--- src/hdl/qco_pkg.sv ---
/*
 * Shared constants, types and register map of the quad change-over controller.
 * Assumes a 200 MHz system clock and an APB master with 32-bit data.
 */
package qco_pkg;
    // ==========================================================
    // Clock and timing
    localparam int CLK_MHZ = 200;
    localparam int MS_CYCLES = CLK_MHZ * 1000;
    localparam int BREAK_MS = 1000;
    localparam int LOCATE_DEF_S = 120;
    localparam logic [12:0] TIME_MAX_MS_W = 13'h1387;
    // ==========================================================
    // Register byte offsets
    localparam logic [11:0] OFS_GLOBAL = 12'h000;
    localparam logic [11:0] OFS_CHO0 = 12'h010;
    localparam logic [11:0] OFS_STATUS = 12'h020;
    localparam logic [11:0] OFS_LOCATE = 12'h024;
    localparam logic [11:0] OFS_FMT = 12'h028;
    // ==========================================================
    // Field positions
    localparam int GB_QUAD = 0;
    localparam int GB_BREAK = 1;
    localparam int GB_RESET = 2;
    localparam int CB_MODE = 0;
    localparam int CB_MAINB = 2;
    localparam int CB_LOL = 3;
    localparam int CB_LATCH = 4;
    localparam int CB_HOLD = 5;
    localparam int CB_LOCK = 18;
    localparam int DIP_MAINB = 1;
    localparam int DIP_LOL = 2;
    localparam int DIP_LATCH = 3;
    localparam int DIP_RCK = 4;
    localparam int DIP_EQ = 5;
    localparam int DIP_QUAD = 6;
    localparam int DIP_OVR = 7;
    // ==========================================================
    // Reset values
    localparam logic [31:0] CHO_RST = 32'h0000_0000;
    localparam logic [31:0] GLOBAL_RST = 32'h0000_0000;

    typedef enum logic [1:0] {
        QCO_MODE_AUTO = 2'h0,
        QCO_MODE_FIX_A = 2'h1,
        QCO_MODE_FIX_B = 2'h2
    } qco_mode_t;

    typedef enum logic [1:0] {
        QCO_SLEW_AUTO = 2'h0,
        QCO_SLEW_SD = 2'h1,
        QCO_SLEW_HD = 2'h2
    } qco_slew_t;

    typedef struct packed {
        qco_mode_t mode;
        logic main_b;
        logic rule_lol;
        logic latch;
        logic [12:0] hold_ms;
        logic [12:0] lock_ms;
    } qco_cfg_t;

    typedef struct packed {
        logic [3:0] sig_a;
        logic [3:0] sig_b;
        logic [3:0] lock_a;
        logic [3:0] lock_b;
    } qco_health_t;

    typedef struct packed {
        logic [3:0] fmt_ok;
        logic [3:0] below_sd;
    } qco_fmt_t;

    function automatic logic [31:0] qco_div_up(input logic [31:0] n, input logic [31:0] d);
        return (n + d - 32'h1) / d;
    endfunction
endpackage

--- src/hdl/qco_top.sv ---
/*
 * Quad 2x1 change-over controller: per-block selection state, timers, latch,
 * quad grouping, defined break, reclocker bypass, slew choice and locate flash.
 * Assumes synchronous health and DIP inputs, an APB master on the register port.
 */
// Decided for this implementation: the register addresses and the APB register port.
// Operation
// - Independent mode: four separate change-over blocks; a defined break mutes all four outputs
// - Quad mode: all switch together on trigger
// - Quad mode uses block one settings
// - Both groups faulty: pick more healthy group
// - Equal health: pick configured main group
// - Defined break about one second, else immediate
// - Auto mode plus fixed A, fixed B
// - Configured main preferred, other is backup
// - Latch holds backup until reset command
// - Main to backup after fault exceeds hold
// - Backup to main after clean exceeds lock
// - Fault is signal loss or lock loss
// - Autobypass only while reclocker enabled
// - Auto slew; SD below 270 Mb/s
// - Locate flashes indicators, 120 s default
// - Mode change needs no reboot
// - Override switch selects local switches
// - Local switch bit encoding
`timescale 1ns/1ps
module qco_top
    import qco_pkg::*;
#(
    parameter int MS_DIV = qco_pkg::MS_CYCLES,
    parameter int BREAK_TICKS = qco_pkg::BREAK_MS
)
(
    input wire logic ref_clk,
    input wire logic rst,
    input wire logic psel,
    input wire logic penable,
    input wire logic pwrite,
    input wire logic [11:0] paddr,
    input wire logic [31:0] pwdata,
    output logic [31:0] prdata,
    output logic pready,
    output logic pslverr,
    input wire logic [7:0] local_override_switch,
    input wire qco_pkg::qco_health_t health,
    input wire qco_pkg::qco_fmt_t fmt,
    input wire logic [7:0] eq_bypass_cfg,
    input wire logic [7:0] rck_enable_cfg,
    input wire logic [7:0] autobypass_cfg,
    output logic [3:0] output_port_sel_b,
    output logic [3:0] output_port_mute,
    output logic [7:0] rck_pass_thru,
    output logic [7:0] eq_bypass,
    output logic [3:0] slew_sd,
    output logic led_flash
);
    import qco_pkg::*;

    initial
    begin
        if (MS_DIV < 2 || BREAK_TICKS < 1)
        begin
            $error("qco_top: bad timing parameters");
        end
    end

    // ==========================================================
    // Registers
    logic [31:0] global_r;
    logic [31:0] cho_r [4];
    logic [15:0] locate_s_r;
    logic locate_go_r;
    logic wr_en;

    assign wr_en = psel && penable && pwrite;

    always_ff @(posedge ref_clk or posedge rst)
    begin
        if (rst)
        begin
            global_r <= GLOBAL_RST;
            locate_s_r <= 16'h0000;
            locate_go_r <= 1'b0;
            for (int i = 0; i < 4; i++)
            begin
                cho_r[i] <= CHO_RST;
            end
        end
        else
        begin
            global_r[GB_RESET] <= 1'b0;
            locate_go_r <= 1'b0;
            if (wr_en)
            begin
                if (paddr == OFS_GLOBAL)
                begin
                    global_r <= pwdata;
                end
                if (paddr == OFS_LOCATE)
                begin
                    locate_s_r <= pwdata[15:0];
                    locate_go_r <= 1'b1;
                end
                for (int i = 0; i < 4; i++)
                begin
                    if (paddr == OFS_CHO0 + 12'(4 * i))
                    begin
                        cho_r[i] <= pwdata;
                    end
                end
            end
        end
    end

    // ==========================================================
    // APB answer, zero wait states
    logic [3:0] sel_b_r;
    logic [3:0] mute_r;

    always_ff @(posedge ref_clk or posedge rst)
    begin
        if (rst)
        begin
            prdata <= 32'h0000_0000;
            pready <= 1'b0;
            pslverr <= 1'b0;
        end
        else
        begin
            pready <= psel && !penable;
            pslverr <= 1'b0;
            if (psel && !penable)
            begin
                prdata <= 32'h0000_0000;
                pslverr <= !(paddr == OFS_GLOBAL || paddr == OFS_STATUS || paddr == OFS_LOCATE ||
                    paddr == OFS_FMT || (paddr >= OFS_CHO0 && paddr <= OFS_CHO0 + 12'hC && paddr[1:0] == 2'h0));
                if (paddr == OFS_GLOBAL)
                begin
                    prdata <= global_r;
                end
                if (paddr == OFS_STATUS)
                begin
                    prdata <= {16'h0000, health.sig_a & ~health.lock_a, mute_r, sel_b_r, 4'h0};
                end
                if (paddr == OFS_LOCATE)
                begin
                    prdata <= {16'h0000, locate_s_r};
                end
                if (paddr == OFS_FMT)
                begin
                    prdata <= {24'h000000, fmt};
                end
                for (int i = 0; i < 4; i++)
                begin
                    if (paddr == OFS_CHO0 + 12'(4 * i))
                    begin
                        prdata <= cho_r[i];
                    end
                end
            end
        end
    end

    // ==========================================================
    // Effective configuration
    logic use_dip;
    logic quad;
    logic brk_en;
    logic reset_cmd;
    qco_cfg_t cfg [4];
    qco_cfg_t dip_cfg;

    function automatic qco_cfg_t reg2cfg(input logic [31:0] r);
        qco_cfg_t c;
        c.mode = qco_mode_t'(r[CB_MODE +: 2]);
        c.main_b = r[CB_MAINB];
        c.rule_lol = r[CB_LOL];
        c.latch = r[CB_LATCH];
        c.hold_ms = r[CB_HOLD +: 13] > TIME_MAX_MS_W ? TIME_MAX_MS_W : r[CB_HOLD +: 13];
        c.lock_ms = r[CB_LOCK +: 13] > TIME_MAX_MS_W ? TIME_MAX_MS_W : r[CB_LOCK +: 13];
        return c;
    endfunction

    assign use_dip = local_override_switch[DIP_OVR];
    assign quad = use_dip ? local_override_switch[DIP_QUAD] : global_r[GB_QUAD];
    assign brk_en = global_r[GB_BREAK];
    assign reset_cmd = global_r[GB_RESET];

    // Local switches carry no times; timers then run at zero
    always_comb
    begin
        dip_cfg = '0;
        dip_cfg.mode = QCO_MODE_AUTO;
        dip_cfg.main_b = local_override_switch[DIP_MAINB];
        dip_cfg.rule_lol = local_override_switch[DIP_LOL];
        dip_cfg.latch = local_override_switch[DIP_LATCH];
    end

    // Mode change only reroutes config; no state is flushed
    always_comb
    begin
        for (int i = 0; i < 4; i++)
        begin
            cfg[i] = use_dip ? dip_cfg : reg2cfg(quad ? cho_r[0] : cho_r[i]);
        end
    end

    // ==========================================================
    // Millisecond tick
    logic [31:0] ms_cnt_r;
    logic ms_tick;

    assign ms_tick = ms_cnt_r == 32'(MS_DIV - 1);

    always_ff @(posedge ref_clk or posedge rst)
    begin
        if (rst)
        begin
            ms_cnt_r <= 32'h0000_0000;
        end
        else
        begin
            ms_cnt_r <= ms_tick ? 32'h0000_0000 : ms_cnt_r + 32'h1;
        end
    end

    // ==========================================================
    // Per-block health and timers
    logic [3:0] bad_a;
    logic [3:0] bad_b;
    logic [3:0] main_bad;
    logic [3:0] on_main;
    logic [3:0] want_backup;
    logic [3:0] want_main;
    logic [12:0] tmr_r [4];
    logic [3:0] latched_r;

    always_comb
    begin
        for (int i = 0; i < 4; i++)
        begin
            bad_a[i] = cfg[i].rule_lol ? !health.lock_a[i] : !health.sig_a[i];
            bad_b[i] = cfg[i].rule_lol ? !health.lock_b[i] : !health.sig_b[i];
            main_bad[i] = cfg[i].main_b ? bad_b[i] : bad_a[i];
            on_main[i] = sel_b_r[i] == cfg[i].main_b;
            want_backup[i] = on_main[i] && main_bad[i] && tmr_r[i] > cfg[i].hold_ms;
            want_main[i] = !on_main[i] && !main_bad[i] && !cfg[i].latch &&
                tmr_r[i] > cfg[i].lock_ms;
        end
    end

    // Timer counts the current condition; any interruption restarts it
    always_ff @(posedge ref_clk or posedge rst)
    begin
        if (rst)
        begin
            for (int i = 0; i < 4; i++)
            begin
                tmr_r[i] <= 13'h0000;
            end
        end
        else
        begin
            for (int i = 0; i < 4; i++)
            begin
                if (on_main[i] != main_bad[i])
                begin
                    tmr_r[i] <= 13'h0000;
                end
                else if (ms_tick && tmr_r[i] <= TIME_MAX_MS_W)
                begin
                    tmr_r[i] <= tmr_r[i] + 13'h1;
                end
            end
        end
    end

    // ==========================================================
    // Selection
    logic [3:0] sel_nxt;
    logic [2:0] good_a;
    logic [2:0] good_b;

    always_comb
    begin
        good_a = 3'h0;
        good_b = 3'h0;
        for (int i = 0; i < 4; i++)
        begin
            good_a = good_a + 3'(!bad_a[i]);
            good_b = good_b + 3'(!bad_b[i]);
            sel_nxt[i] = sel_b_r[i];
            if (cfg[i].mode == QCO_MODE_FIX_A)
            begin
                sel_nxt[i] = 1'b0;
            end
            else if (cfg[i].mode == QCO_MODE_FIX_B)
            begin
                sel_nxt[i] = 1'b1;
            end
            else if (!quad && (want_backup[i] || want_main[i]))
            begin
                sel_nxt[i] = !sel_b_r[i];
            end
            else if (!quad && reset_cmd && !main_bad[i])
            begin
                sel_nxt[i] = cfg[i].main_b;
            end
        end
        if (quad && cfg[0].mode == QCO_MODE_AUTO && ((|want_backup) || (&want_main) || reset_cmd ||
            (!on_main[0] && !good_a[2] && !good_b[2])))
        begin
            if (good_a == good_b)
            begin
                sel_nxt = {4{cfg[0].main_b}};
            end
            else
            begin
                sel_nxt = {4{good_b > good_a}};
            end
            if ((|latched_r) && !reset_cmd)
            begin
                sel_nxt = sel_b_r;
            end
        end
    end

    // Latch remembers a trip to backup until the reset command
    always_ff @(posedge ref_clk or posedge rst)
    begin
        if (rst)
        begin
            latched_r <= 4'h0;
        end
        else
        begin
            for (int i = 0; i < 4; i++)
            begin
                if (cfg[i].latch && want_backup[i])
                begin
                    latched_r[i] <= 1'b1;
                end
                else if (reset_cmd)
                begin
                    latched_r[i] <= 1'b0;
                end
            end
        end
    end

    // ==========================================================
    // Switch with optional defined break
    logic [31:0] brk_cnt_r;
    logic [3:0] brk_pend_r;

    always_ff @(posedge ref_clk or posedge rst)
    begin
        if (rst)
        begin
            sel_b_r <= 4'h0;
            mute_r <= 4'h0;
            brk_cnt_r <= 32'h0000_0000;
            brk_pend_r <= 4'h0;
        end
        else if (|mute_r)
        begin
            if (ms_tick)
            begin
                brk_cnt_r <= brk_cnt_r + 32'h1;
            end
            if (brk_cnt_r >= 32'(BREAK_TICKS))
            begin
                sel_b_r <= brk_pend_r;
                mute_r <= 4'h0;
            end
        end
        else if (sel_nxt != sel_b_r)
        begin
            if (brk_en)
            begin
                mute_r <= 4'hF;
                brk_pend_r <= sel_nxt;
                brk_cnt_r <= 32'h0000_0000;
            end
            else
            begin
                sel_b_r <= sel_nxt;
            end
        end
    end

    // ==========================================================
    // Reclocker, equalizer, slew and locate
    logic [31:0] loc_ms_r;
    logic [31:0] loc_sec_r;

    always_ff @(posedge ref_clk or posedge rst)
    begin
        if (rst)
        begin
            output_port_sel_b <= 4'h0;
            output_port_mute <= 4'h0;
            rck_pass_thru <= 8'h00;
            eq_bypass <= 8'h00;
            slew_sd <= 4'h0;
        end
        else
        begin
            output_port_sel_b <= sel_b_r;
            output_port_mute <= mute_r;
            for (int i = 0; i < 8; i++)
            begin
                rck_pass_thru[i] <= (use_dip ? !local_override_switch[DIP_RCK] : !rck_enable_cfg[i]) ||
                    (autobypass_cfg[i] && !fmt.fmt_ok[i % 4]);
                eq_bypass[i] <= use_dip ? !local_override_switch[DIP_EQ] : eq_bypass_cfg[i];
            end
            for (int i = 0; i < 4; i++)
            begin
                slew_sd[i] <= fmt.below_sd[i];
            end
        end
    end

    always_ff @(posedge ref_clk or posedge rst)
    begin
        if (rst)
        begin
            loc_ms_r <= 32'h0000_0000;
            loc_sec_r <= 32'h0000_0000;
            led_flash <= 1'b0;
        end
        else if (locate_go_r)
        begin
            loc_sec_r <= locate_s_r == 16'h0000 ? 32'(LOCATE_DEF_S) : 32'(locate_s_r);
            loc_ms_r <= 32'h0000_0000;
        end
        else if (loc_sec_r != 32'h0000_0000)
        begin
            led_flash <= loc_ms_r < 32'h0000_00FA || (loc_ms_r >= 32'h0000_01F4 && loc_ms_r < 32'h0000_02EE);
            if (ms_tick)
            begin
                loc_ms_r <= loc_ms_r == 32'h0000_03E7 ? 32'h0000_0000 : loc_ms_r + 32'h1;
                if (loc_ms_r == 32'h0000_03E7)
                begin
                    loc_sec_r <= loc_sec_r - 32'h1;
                end
            end
        end
        else
        begin
            led_flash <= 1'b0;
        end
    end
endmodule // qco_top
--- config.mk ---
export PLATFORM = sky130hd
export DESIGN_NAME = qco_top
export DESIGN_NICKNAME = d
export VERILOG_FILES = /design/src/hdl/qco_pkg.sv /design/src/hdl/qco_top.sv
export SDC_FILE = /design/constraint.sdc
export NUM_CORES = 1
export LEC_CHECK = 0
export BUFFER_PORTS_ARGS = -buffer_cell sky130_fd_sc_hd__clkbuf_2
export CAP_MARGIN = 10
export CORE_AREA = 2 2 252 254
export CTS_CLUSTER_DIAMETER = 40
export CTS_CLUSTER_SIZE = 14
export DETAILED_ROUTE_END_ITERATION = 10
export DIE_AREA = 0 0 254 256
export GPL_TIMING_DRIVEN = 0
export PLACE_DENSITY_LB_ADDON = 0.05
export RECOVER_POWER = 50
export SLEW_MARGIN = 20
export SYNTH_ARGS = -nofsm -noshare
export SYNTH_HDL_FRONTEND = slang
export SYNTH_SLANG_ARGS = --single-unit
export TNS_END_PERCENT = 5
--- constraint.sdc ---
create_clock -name ref_clk -period 13.7 [get_ports ref_clk]
set_input_delay 1.37 -clock ref_clk [delete_from_list [all_inputs] [get_ports ref_clk]]
set_output_delay 1.37 -clock ref_clk [all_outputs]
set_load 0.02 [all_outputs]
Word-level counts from Yosys, hierarchy flattened

Index checks and enable logic that the tools add are counted.

$mul: 0
Bitwise gates (word level): 3
Equal/unequal tests: 30
Order comparisons: 27
Reductions and logical operators: 170
Div/mod/pow operators: 0
Add/subtract/negate cells: 14
Shift-type cells: 0
Mux-type cells: 112

Operators with widths:

| operator                                                                              | count |
|---|---|
| 32-bit 2-to-1 mux                                                                     | 21 |
| 31-bit 2-to-1 mux                                                                     | 7 |
| 13-bit 2-to-1 mux                                                                     | 16 |
| 13-bit > comparator                                                                   | 8 |
| 13-bit > comparator, second input constant                                            | 8 |
| 32-bit by 1-bit adder with 32-bit output, second input constant                       | 3 |
| 1-bit logical NOT                                                                     | 60 |
| 1-bit logical AND                                                                     | 56 |
| 1-bit 2-to-1 mux                                                                      | 54 |
| 13-bit by 1-bit adder with 13-bit output, second input constant                       | 4 |
| 13-bit less-or-equal comparator, second input constant                                | 4 |
| 12-bit by 5-bit equality test with 1-bit output, second input constant                | 4 |
| 4-bit 2-to-1 mux                                                                      | 11 |
| 12-bit by 6-bit equality test with 1-bit output, second input constant                | 3 |
| 32-bit by 10-bit equality test with 1-bit output, second input constant               | 1 |
| 32-bit by 18-bit equality test with 1-bit output, second input constant               | 1 |
| 32-bit by 10-bit greater-or-equal comparator with 1-bit output, second input constant | 1 |
| 32-bit by 9-bit greater-or-equal comparator with 1-bit output, second input constant  | 1 |
| 32-bit by 10-bit < comparator with 1-bit output, second input constant                | 1 |
| 32-bit by 8-bit < comparator with 1-bit output, second input constant                 | 1 |
| 32-bit nonzero test                                                                   | 1 |
| 32-bit by 1-bit subtractor with 32-bit output, second input constant                  | 1 |
| 2-bit nonzero test                                                                    | 13 |
| 1-bit logical OR                                                                      | 20 |
| 26 further kinds                                                                      | 56 |

Memories: 0
Bits in latches: 0
Flip-flop bits (word level): 436
Bits of input ports: 105
Output and inout port bits: 63
Bits in read-only memories: 0
Bits in writable memories: 0

Logic depth before layout (Yosys ltp)

Gate-level depths: netlist of the first run.

Word-level depth: 20
Gate-level depth with buffers: 26
Gate-level depth less buffers: 20

Least setup slack after synthesis of the first run

OpenSTA, ideal clock, no wires.

Path kind: input -> register
Start: input local_override_switch[7]
End: register brk_cnt_r[0]
Buffers on the path: 4
Library setup time: 125 ps
Stages on the path: 24
Path slack: 7070 ps
Arrival time: 6505 ps
Required time: 13575 ps
Cell sequence: buf_2 > mux2_2 > clkbuf_1 > nand2_1 > nor2_1 > a2bb2oi_1 > o311ai_0 > and2_1 > clkbuf_1 > nand2b_1 > a21o_1 > ha_1 > nand3_1 > o21bai_1 > a311oi_1 > o41ai_1 > or4_4 > a31oi_4 > buf_4 > nand2_1 > a32o_1 > a311oi_4 > nor2_2 > mux2_2

Cells in the longest elaborated chain, start to end: 18

RTL lines:

| element                                                                      | RTL line       | source |
|---|---|---|
| from (decl)                                                                  | qco_top.sv:44  | `input wire logic [7:0] local_override_switch,` |
| parallel branches: the longest is 14 deep, another holds 13-bit > comparator | -              |  |
| 4-bit 2-to-1 mux (*)                                                         | qco_top.sv:310 | `if (quad && cfg[0].mode == QCO_MODE_AUTO && ((\|want_backup) \|\| (&want_main) \|\| reset_cmd \|\|` |
| 4-bit inequality test (*)                                                    | qco_top.sv:377 | `else if (sel_nxt != sel_b_r)` |
| 2-bit nonzero test (no source line) (*)                                      | -              |  |
| 3-bit AND reduction (no source line) (*)                                     | -              |  |
| to (signal assigned)                                                         | qco_top.sv:369 | `brk_cnt_r <= brk_cnt_r + 32'h1;` |
| to (decl)                                                                    | qco_top.sv:353 | `logic [31:0] brk_cnt_r;` |

Mark *: on every way between the ends.
A chain may end at the register's enable or synchronous reset.

Worst setup path in the final report of the first run

Start: input local_override_switch[7]
End: register brk_cnt_r[17]

Same word-level chain as after synthesis.

==> reports/metrics.cfg, run 1 <==
[outcome]
outcome=complete, but fails checks
violations=max-capacitance violations, max-slew violations

[sta]
fin_crit_sh_pct=57.9
hold_viol_final=0
min_period_ps=7930
hold_slack_ps=377
grt_setup_unrepaired=false
maxSlewHeadroom_pct=-257
clock.fmax_mhz=126
skew_ps=30.2
setup_ws_ps=5770
setup_viol=0
worst_pin_slew_ps=5360
slew_viol_final=263
final.setup.tns_ps=0

[logic_synthesis]
synth-warning-count=0
async_reset_ff_share_pct=100
syn-num-nets=2755
synth_seq_cells=430
synthCells=2520
syn_area_per_cell_um2=9.82
yosysSeqAreaShare_pct=43.5
synth_ff_type=dfrtp_1
synth_cell_types=81
yosysMostFrequentCell=dfrtp_1
ys_top_cells_by_count=dfrtp_1, nand2_1, nor2_1
yosysTopAreaCellShare_pct=43.5
yosys-top-cells-area=dfrtp_1, mux2_2, ha_1, nand2_1, nor2_1
synth_top_area_cell=dfrtp_1
syn_area_um2=24700
synth-edff-count=0

[pwr]
leakagePower_uw=0.0133
powerDensity_nw_per_um2=127
ir_worst_vdd_mv=0.0910

[clock_network]
post_cts_buffers=0
hold_buffers=0
path_clk_slew_ps=50
root_buffer=clkbuf_16
htreeDepth=3
cts_buffers=86
cts_sinks=430
post_cts_resized=0
clock_latency_ps=620
clockBufferDepth=3
cts_tree=yes

[floorplan]
pin_count=168
floorplan.initialDensity_pct=39.7
dieArea_um2=65000
rows=92
die_h_um=256
die_w_um=254
core-area_um2=62400

[detailed_routing]
drtIter0Drc=1612
first_pass_iters=6
drt_drc_violations_left=0
ant_nets=0
wl_per_cell_um=23.1
finalWirelength_um=85400
vias=21015
avgViaCountPerCell=5.68

[job]
maxCapViolCount=3

[critical_path]
crit_family=buffers and inverters
crit_chain=clkbuf_2, buf_2, mux2i_1, clkbuf_1, clkbuf_1, buf_1, clkbuf_1, nand2_1, a21o_1, ha_1, and4_1, a31o_1, a211o_1, o221ai_1, and4_1, a31oi_4, buf_4, o21bai_1, a32o_1, a311oi_4, buf_4, nand3b_1, o21ai_1
endpoint_kind=flip-flop
crit_type=input port to flip-flop
cp_common_cell=clkbuf_1
cpMaxStageDelayCell=clkbuf_1
cp_data_required_time_ps=14200
path_max_fanout=10
cp.arrival_ps=8430
path_buf_inv=8
cp-start-kind=input port
slowest_delay_ps=630

[placed_design]
dp_hpwl_um=65200
port_buffers=165
place_inst=3538
place_ws_ps=5200
place_congestion=0.904

[finish]
drive_gt1_share_pct=18.1
nNetsFinal=3015
finalNonFillerCells=3698
syn_to_final_growth_pct=20.1

[grt]
track_usage_pct=26.3
grt_pass1_wl_um=130000
antenna_found_initial=0
grt_max_degree=96
grt_pass1_vias=20931
grt.overflow.total=0

[min_path]
min_path_type=flip-flop to flip-flop

## report_power, final
group / switching (uW) / internal [uW] / total (uW)
Clock: 734 / 1480 / 2220
Combinational: 169 / 69.9 / 239
Sequential: 14.0 / 1290 / 1310
Total: 917 / 2850 / 3760
## through the flow
stage | area [um2] | utilization [%] | power [uW]
6_report | 29700 | 47.7 | 3760
5_1_grt | 29700 | 47.7 | 3900
4_1_cts | 29900 | 47.9 | 3810
3_5_place_dp | 26800 | 43.0 | 1570
3_3_place_gp | 26600 | 42.7 | 1570
2_1_floorplan | 24800 | - | 1470
## layout by cell type, fill, tap and decap left out, types with 19 or more instances in the layout
cell type / instances
a21o_1: 56
a21oi_1: 106
a221oi_1: 19
a31o_2: 29
a31oi_1: 33
and3_1: 32
clkbuf_1: 170
clkbuf_16: 87
clkbuf_2: 98
dfrtp_1: 430
ha_1: 128
inv_1: 68
mux2_2: 196
mux2i_1: 32
nand2_1: 270
nand2b_1: 62
nand3_1: 81
nand3b_1: 20
nand4_1: 49
nor2_1: 221
nor2b_1: 29
nor3_1: 29
nor4_1: 39
o21ai_0: 100
or3_1: 21
xnor2_1: 44
xor2_1: 76
## registers in the layout (all words and copies together) (netlist names), 4 cells and up
name / count
slew_sd: 4
loc_ms_r: 32
rck_pass_thru: 8
tmr_r: 52
brk_pend_r: 4
locate_s_r: 16
ms_cnt_r: 32
eq_bypass: 8
sel_b_r: 4
cho_r: 128
brk_cnt_r: 32
latched_r: 4
prdata: 32
global_r: 32
loc_sec_r: 32
output_port_sel_b: 4
## final cells by class
class,instances,area [um2]
Antenna cell,1,2.50
Timing Repair Buffer,172,831
Inverter,69,260
Clock inverter,53,732
Buffer,105,418
Fill cell,6048,32700
Clock buffer,106,2340
Multi-Input combinational cell,1916,13300
Tap cell,846,1060
Sequential cell,430,10800
## cells by family (layout without fill, tap and decap cells)
group | count (synthesis) | in the layout | share of synthesized area (%)
flip-flops | 430 | 430 | 43.5
multiplexers | 228 | 228 | 10.2
AO/OA/AOI/OAI | 517 | 517 | 14.3
adder cells (fa/ha/maj) | 130 | 130 | 6.63
buffers and inverters | 174 | 505 | 2.73
XOR/XNOR | 120 | 120 | 4.25
AND/OR/NAND/NOR | 921 | 921 | 18.4
other | 0 | 1 | 0
## path summary, 6_finish.rpt
check,from,to,slack [ps],cells past startpoint
min in group asynchronous,rst,prdata[17],1690,2
max,local_override_switch[7],brk_cnt_r[17],5770,23
min,sel_b_r[0],output_port_sel_b[0],380,0
max reg2reg,global_r[0],brk_cnt_r[17],6090,26
min reg2reg,sel_b_r[0],output_port_sel_b[0],380,0
max in group asynchronous,rst,loc_sec_r[23],5900,3
## routing by layer
layer | vias to the layer above | global-route usage, % | share of wire [%]
met5 | - | 0 | 0
met4 | 0 | 9.51 | 3.6
met3 | 158 | 3.34 | 4.6
met2 | 605 | 42.7 | 47
met1 | 10512 | 36.0 | 45
li1 | 9740 | - | -
Power figures use the tool's default switching activity.
==> run 2, diff against run 1 <==
- clock period: 13.7 -> 7.2 ns (I/O delays scaled with it)
==> reports/metrics.cfg, run 2 (synthesis gave the netlist of run 1 again) <==
[sta]
fin_crit_sh_pct=94.4
final.setup.tns_ps=0  ; unchanged
worst_pin_slew_ps=1820  ; was 5360 ps
grt_setup_unrepaired=false  ; unchanged
setup_viol=0  ; unchanged
slew_viol_final=256  ; was 263
skew_ps=23.5  ; was 30.2 ps
maxSlewHeadroom_pct=-21.1  ; was -257%
clock.fmax_mhz=147
hold_viol_final=0  ; unchanged
min_period_ps=6800

[grt]
grt_pass1_wl_um=130000  ; about the same
grt_max_degree=34  ; was 96
antenna_found_initial=1  ; was 0
track_usage_pct=26.4  ; was 26.3%
grt.overflow.total=0  ; unchanged
grt_pass1_vias=20968  ; was 20.9k

[detailed_routing]
drtIter0Drc=1746  ; was 1612
first_pass_iters=6  ; unchanged
avgViaCountPerCell=5.66  ; was 5.68
finalWirelength_um=85400  ; about the same
drt_drc_violations_left=0  ; unchanged
wl_per_cell_um=23.0  ; was 23.1 um
ant_nets=0  ; unchanged
vias=20973  ; about the same

[finish]
syn_to_final_growth_pct=19.9  ; was 20.1%
mostFrequentLayoutCells=dfrtp_1, nand2_1, nor2_1, mux2_2, clkbuf_2  ; was dfrtp_1, nand2_1, nor2_1, mux2_2, clkbuf_1
final_common_cell=dfrtp_1  ; unchanged
antenna_cells=0  ; was 1
nNetsFinal=3026  ; was 3015
drive_gt1_share_pct=20.0  ; was 18.1%
reg_top3=cho_r (128), tmr_r (52)  ; unchanged
top_register=cho_r  ; unchanged
largest_reg_flops=128  ; unchanged

[clock_network]
hold_buffers=0  ; unchanged
cts_tree=yes  ; unchanged
path_clk_slew_ps=50  ; about the same
cts_sinks=430  ; unchanged
clock_latency_ps=620  ; about the same
htreeDepth=3  ; unchanged
cts_buffers=83  ; was 86
root_buffer=clkbuf_16  ; unchanged
clockBufferDepth=3  ; unchanged

[critical_path]
endpoint_kind=flip-flop  ; unchanged
path_buf_inv=6  ; was 8
cp_data_required_time_ps=7700  ; was 14200 ps
cp-start-kind=flip-flop  ; was input port
cpMaxStageDelayCell=or4_4  ; was clkbuf_1
cp_common_cell=buf_4  ; was clkbuf_1
slowest_delay_ps=560  ; was 630 ps
r2r_cells=26  ; unchanged
cp.arrival_ps=7300  ; was 8430 ps
r2r-start=global_r[0]  ; unchanged
path_max_fanout=10  ; unchanged
crit_family=compound AO/OA/AOI/OAI gates  ; was buffers and inverters
crit_type=flip-flop to flip-flop  ; was input port to flip-flop
regToRegEndpoint=brk_cnt_r[19]  ; was brk_cnt_r[17]
reg2reg_slack_ps=400  ; was 6090 ps

[pwr]
p_total_uw=6920  ; was 3760 uW
swShare_pct=24.7  ; was 24.4%
power_frac_clock_pct=57.4  ; was 58.9%
ir_worst_vdd_mv=0.209  ; was 0.0910 mV
power.share.sequential_pct=36.0  ; was 34.8%
powerDensity_nw_per_um2=233  ; was 127 nW/um2
power.internal_uw=5220  ; was 2850 uW
p_sw_uw=1710  ; was 917 uW
leakagePower_uw=0.0135  ; was 0.0133 uW
power_frac_comb_pct=6.6  ; was 6.3%

[outcome]
violations=max-capacitance violations, max-slew violations  ; unchanged
outcome=complete, but fails checks  ; unchanged

[floorplan]
pin_count=168  ; unchanged
dieArea_um2=65000  ; unchanged
floorplan.initialDensity_pct=39.7  ; unchanged
die_w_um=254  ; unchanged
die_h_um=256  ; unchanged
core-area_um2=62400  ; unchanged
rows=92  ; unchanged

[placed_design]
dp_hpwl_um=65800  ; was 65200 um
place_congestion=0.911  ; was 0.904
port_buffers=165  ; unchanged

[min_path]
min_path_type=input port to async pin  ; was flip-flop to flip-flop

[job]
maxCapViolCount=8  ; was 3

[run 2: changes by cell type in the layout (fill, tap and decap cells not counted), sizes merged]
cell and change:
diode -1, clkbuf +9, buf +3, inv -1, clkinvlp -2, clkinv +4, dlymetal6s4s +1, bufinv -6
[run 2: worst max-delay path by stage]
stage / depth (start not counted) / start / slack [ps] / end
floorplan: 1 / rst / 670 / brk_cnt_r[0]
global placement: 2 / rst / -2080 / brk_cnt_r[26]
detailed placement: 23 / local_override_switch[7] / -550 / brk_cnt_r[4]
CTS: 27 / global_r[0] / 120 / brk_cnt_r[19]
global route: 26 / global_r[0] / 20 / brk_cnt_r[19]
finish: 26 / global_r[0] / 400 / brk_cnt_r[19]
[run 2: power groups by stage]
stage / sequential [uW] / clock [uW] / combinational (uW)
after floorplan: 2550 / 0 / 242
after global placement: 2530 / 0 / 449
after global routing: 2490 / 4170 / 503
after CTS: 2490 / 4050 / 480
after detailed placement: 2530 / 0 / 477
final: 2490 / 3980 / 458
[run 2: through the flow]
| step | cell area, um2 | utilization (%) | hold WS, ps | cells | setup WS [ps] |
|---|---|---|---|---|---|
| 3_3_place_gp | 26600 | 42.7 | 359 | 3531 | -2080 |
| 2_1_floorplan | 24800 | - | 352 | 2520 | 675 |
| 4_1_cts | 29900 | 48.0 | 177 | 3706 | 115 |
| 3_5_place_dp | 27000 | 43.3 | 359 | 3549 | -554 |
| 5_1_grt | 29700 | 47.6 | 235 | 3705 | 24.6 |
| 6_report | 29700 | 47.6 | 222 | 3705 | 404 |
[run 2: cell type report]
type,count,area (um2)
fillers,6003,32700
multi-input cells,1916,13300
well taps,846,1060
flip-flops and latches,430,10800
clock buffers,105,2360
repair buffers,187,936
inverters,69,260
plain buffers,104,418
clock inverters,48,537
[run 2: timing repair]
item | CTS | global route
buffers inserted | 4 | 0
pin swaps | 1 | 0
gates resized for setup | 1 | 8
endpoints found under the setup margin | 38 | 41
[run 2: metal layers]
layer,share of wire (%),vias up,global-route usage [%],routed length (um)
met5,0,-,0,0
met4,4.5,0,11.8,3880
met3,5.5,181,4.62,4670
met2,46,612,41.6,39200
met1,44,10443,35.5,37600
li1,-,9737,-,-
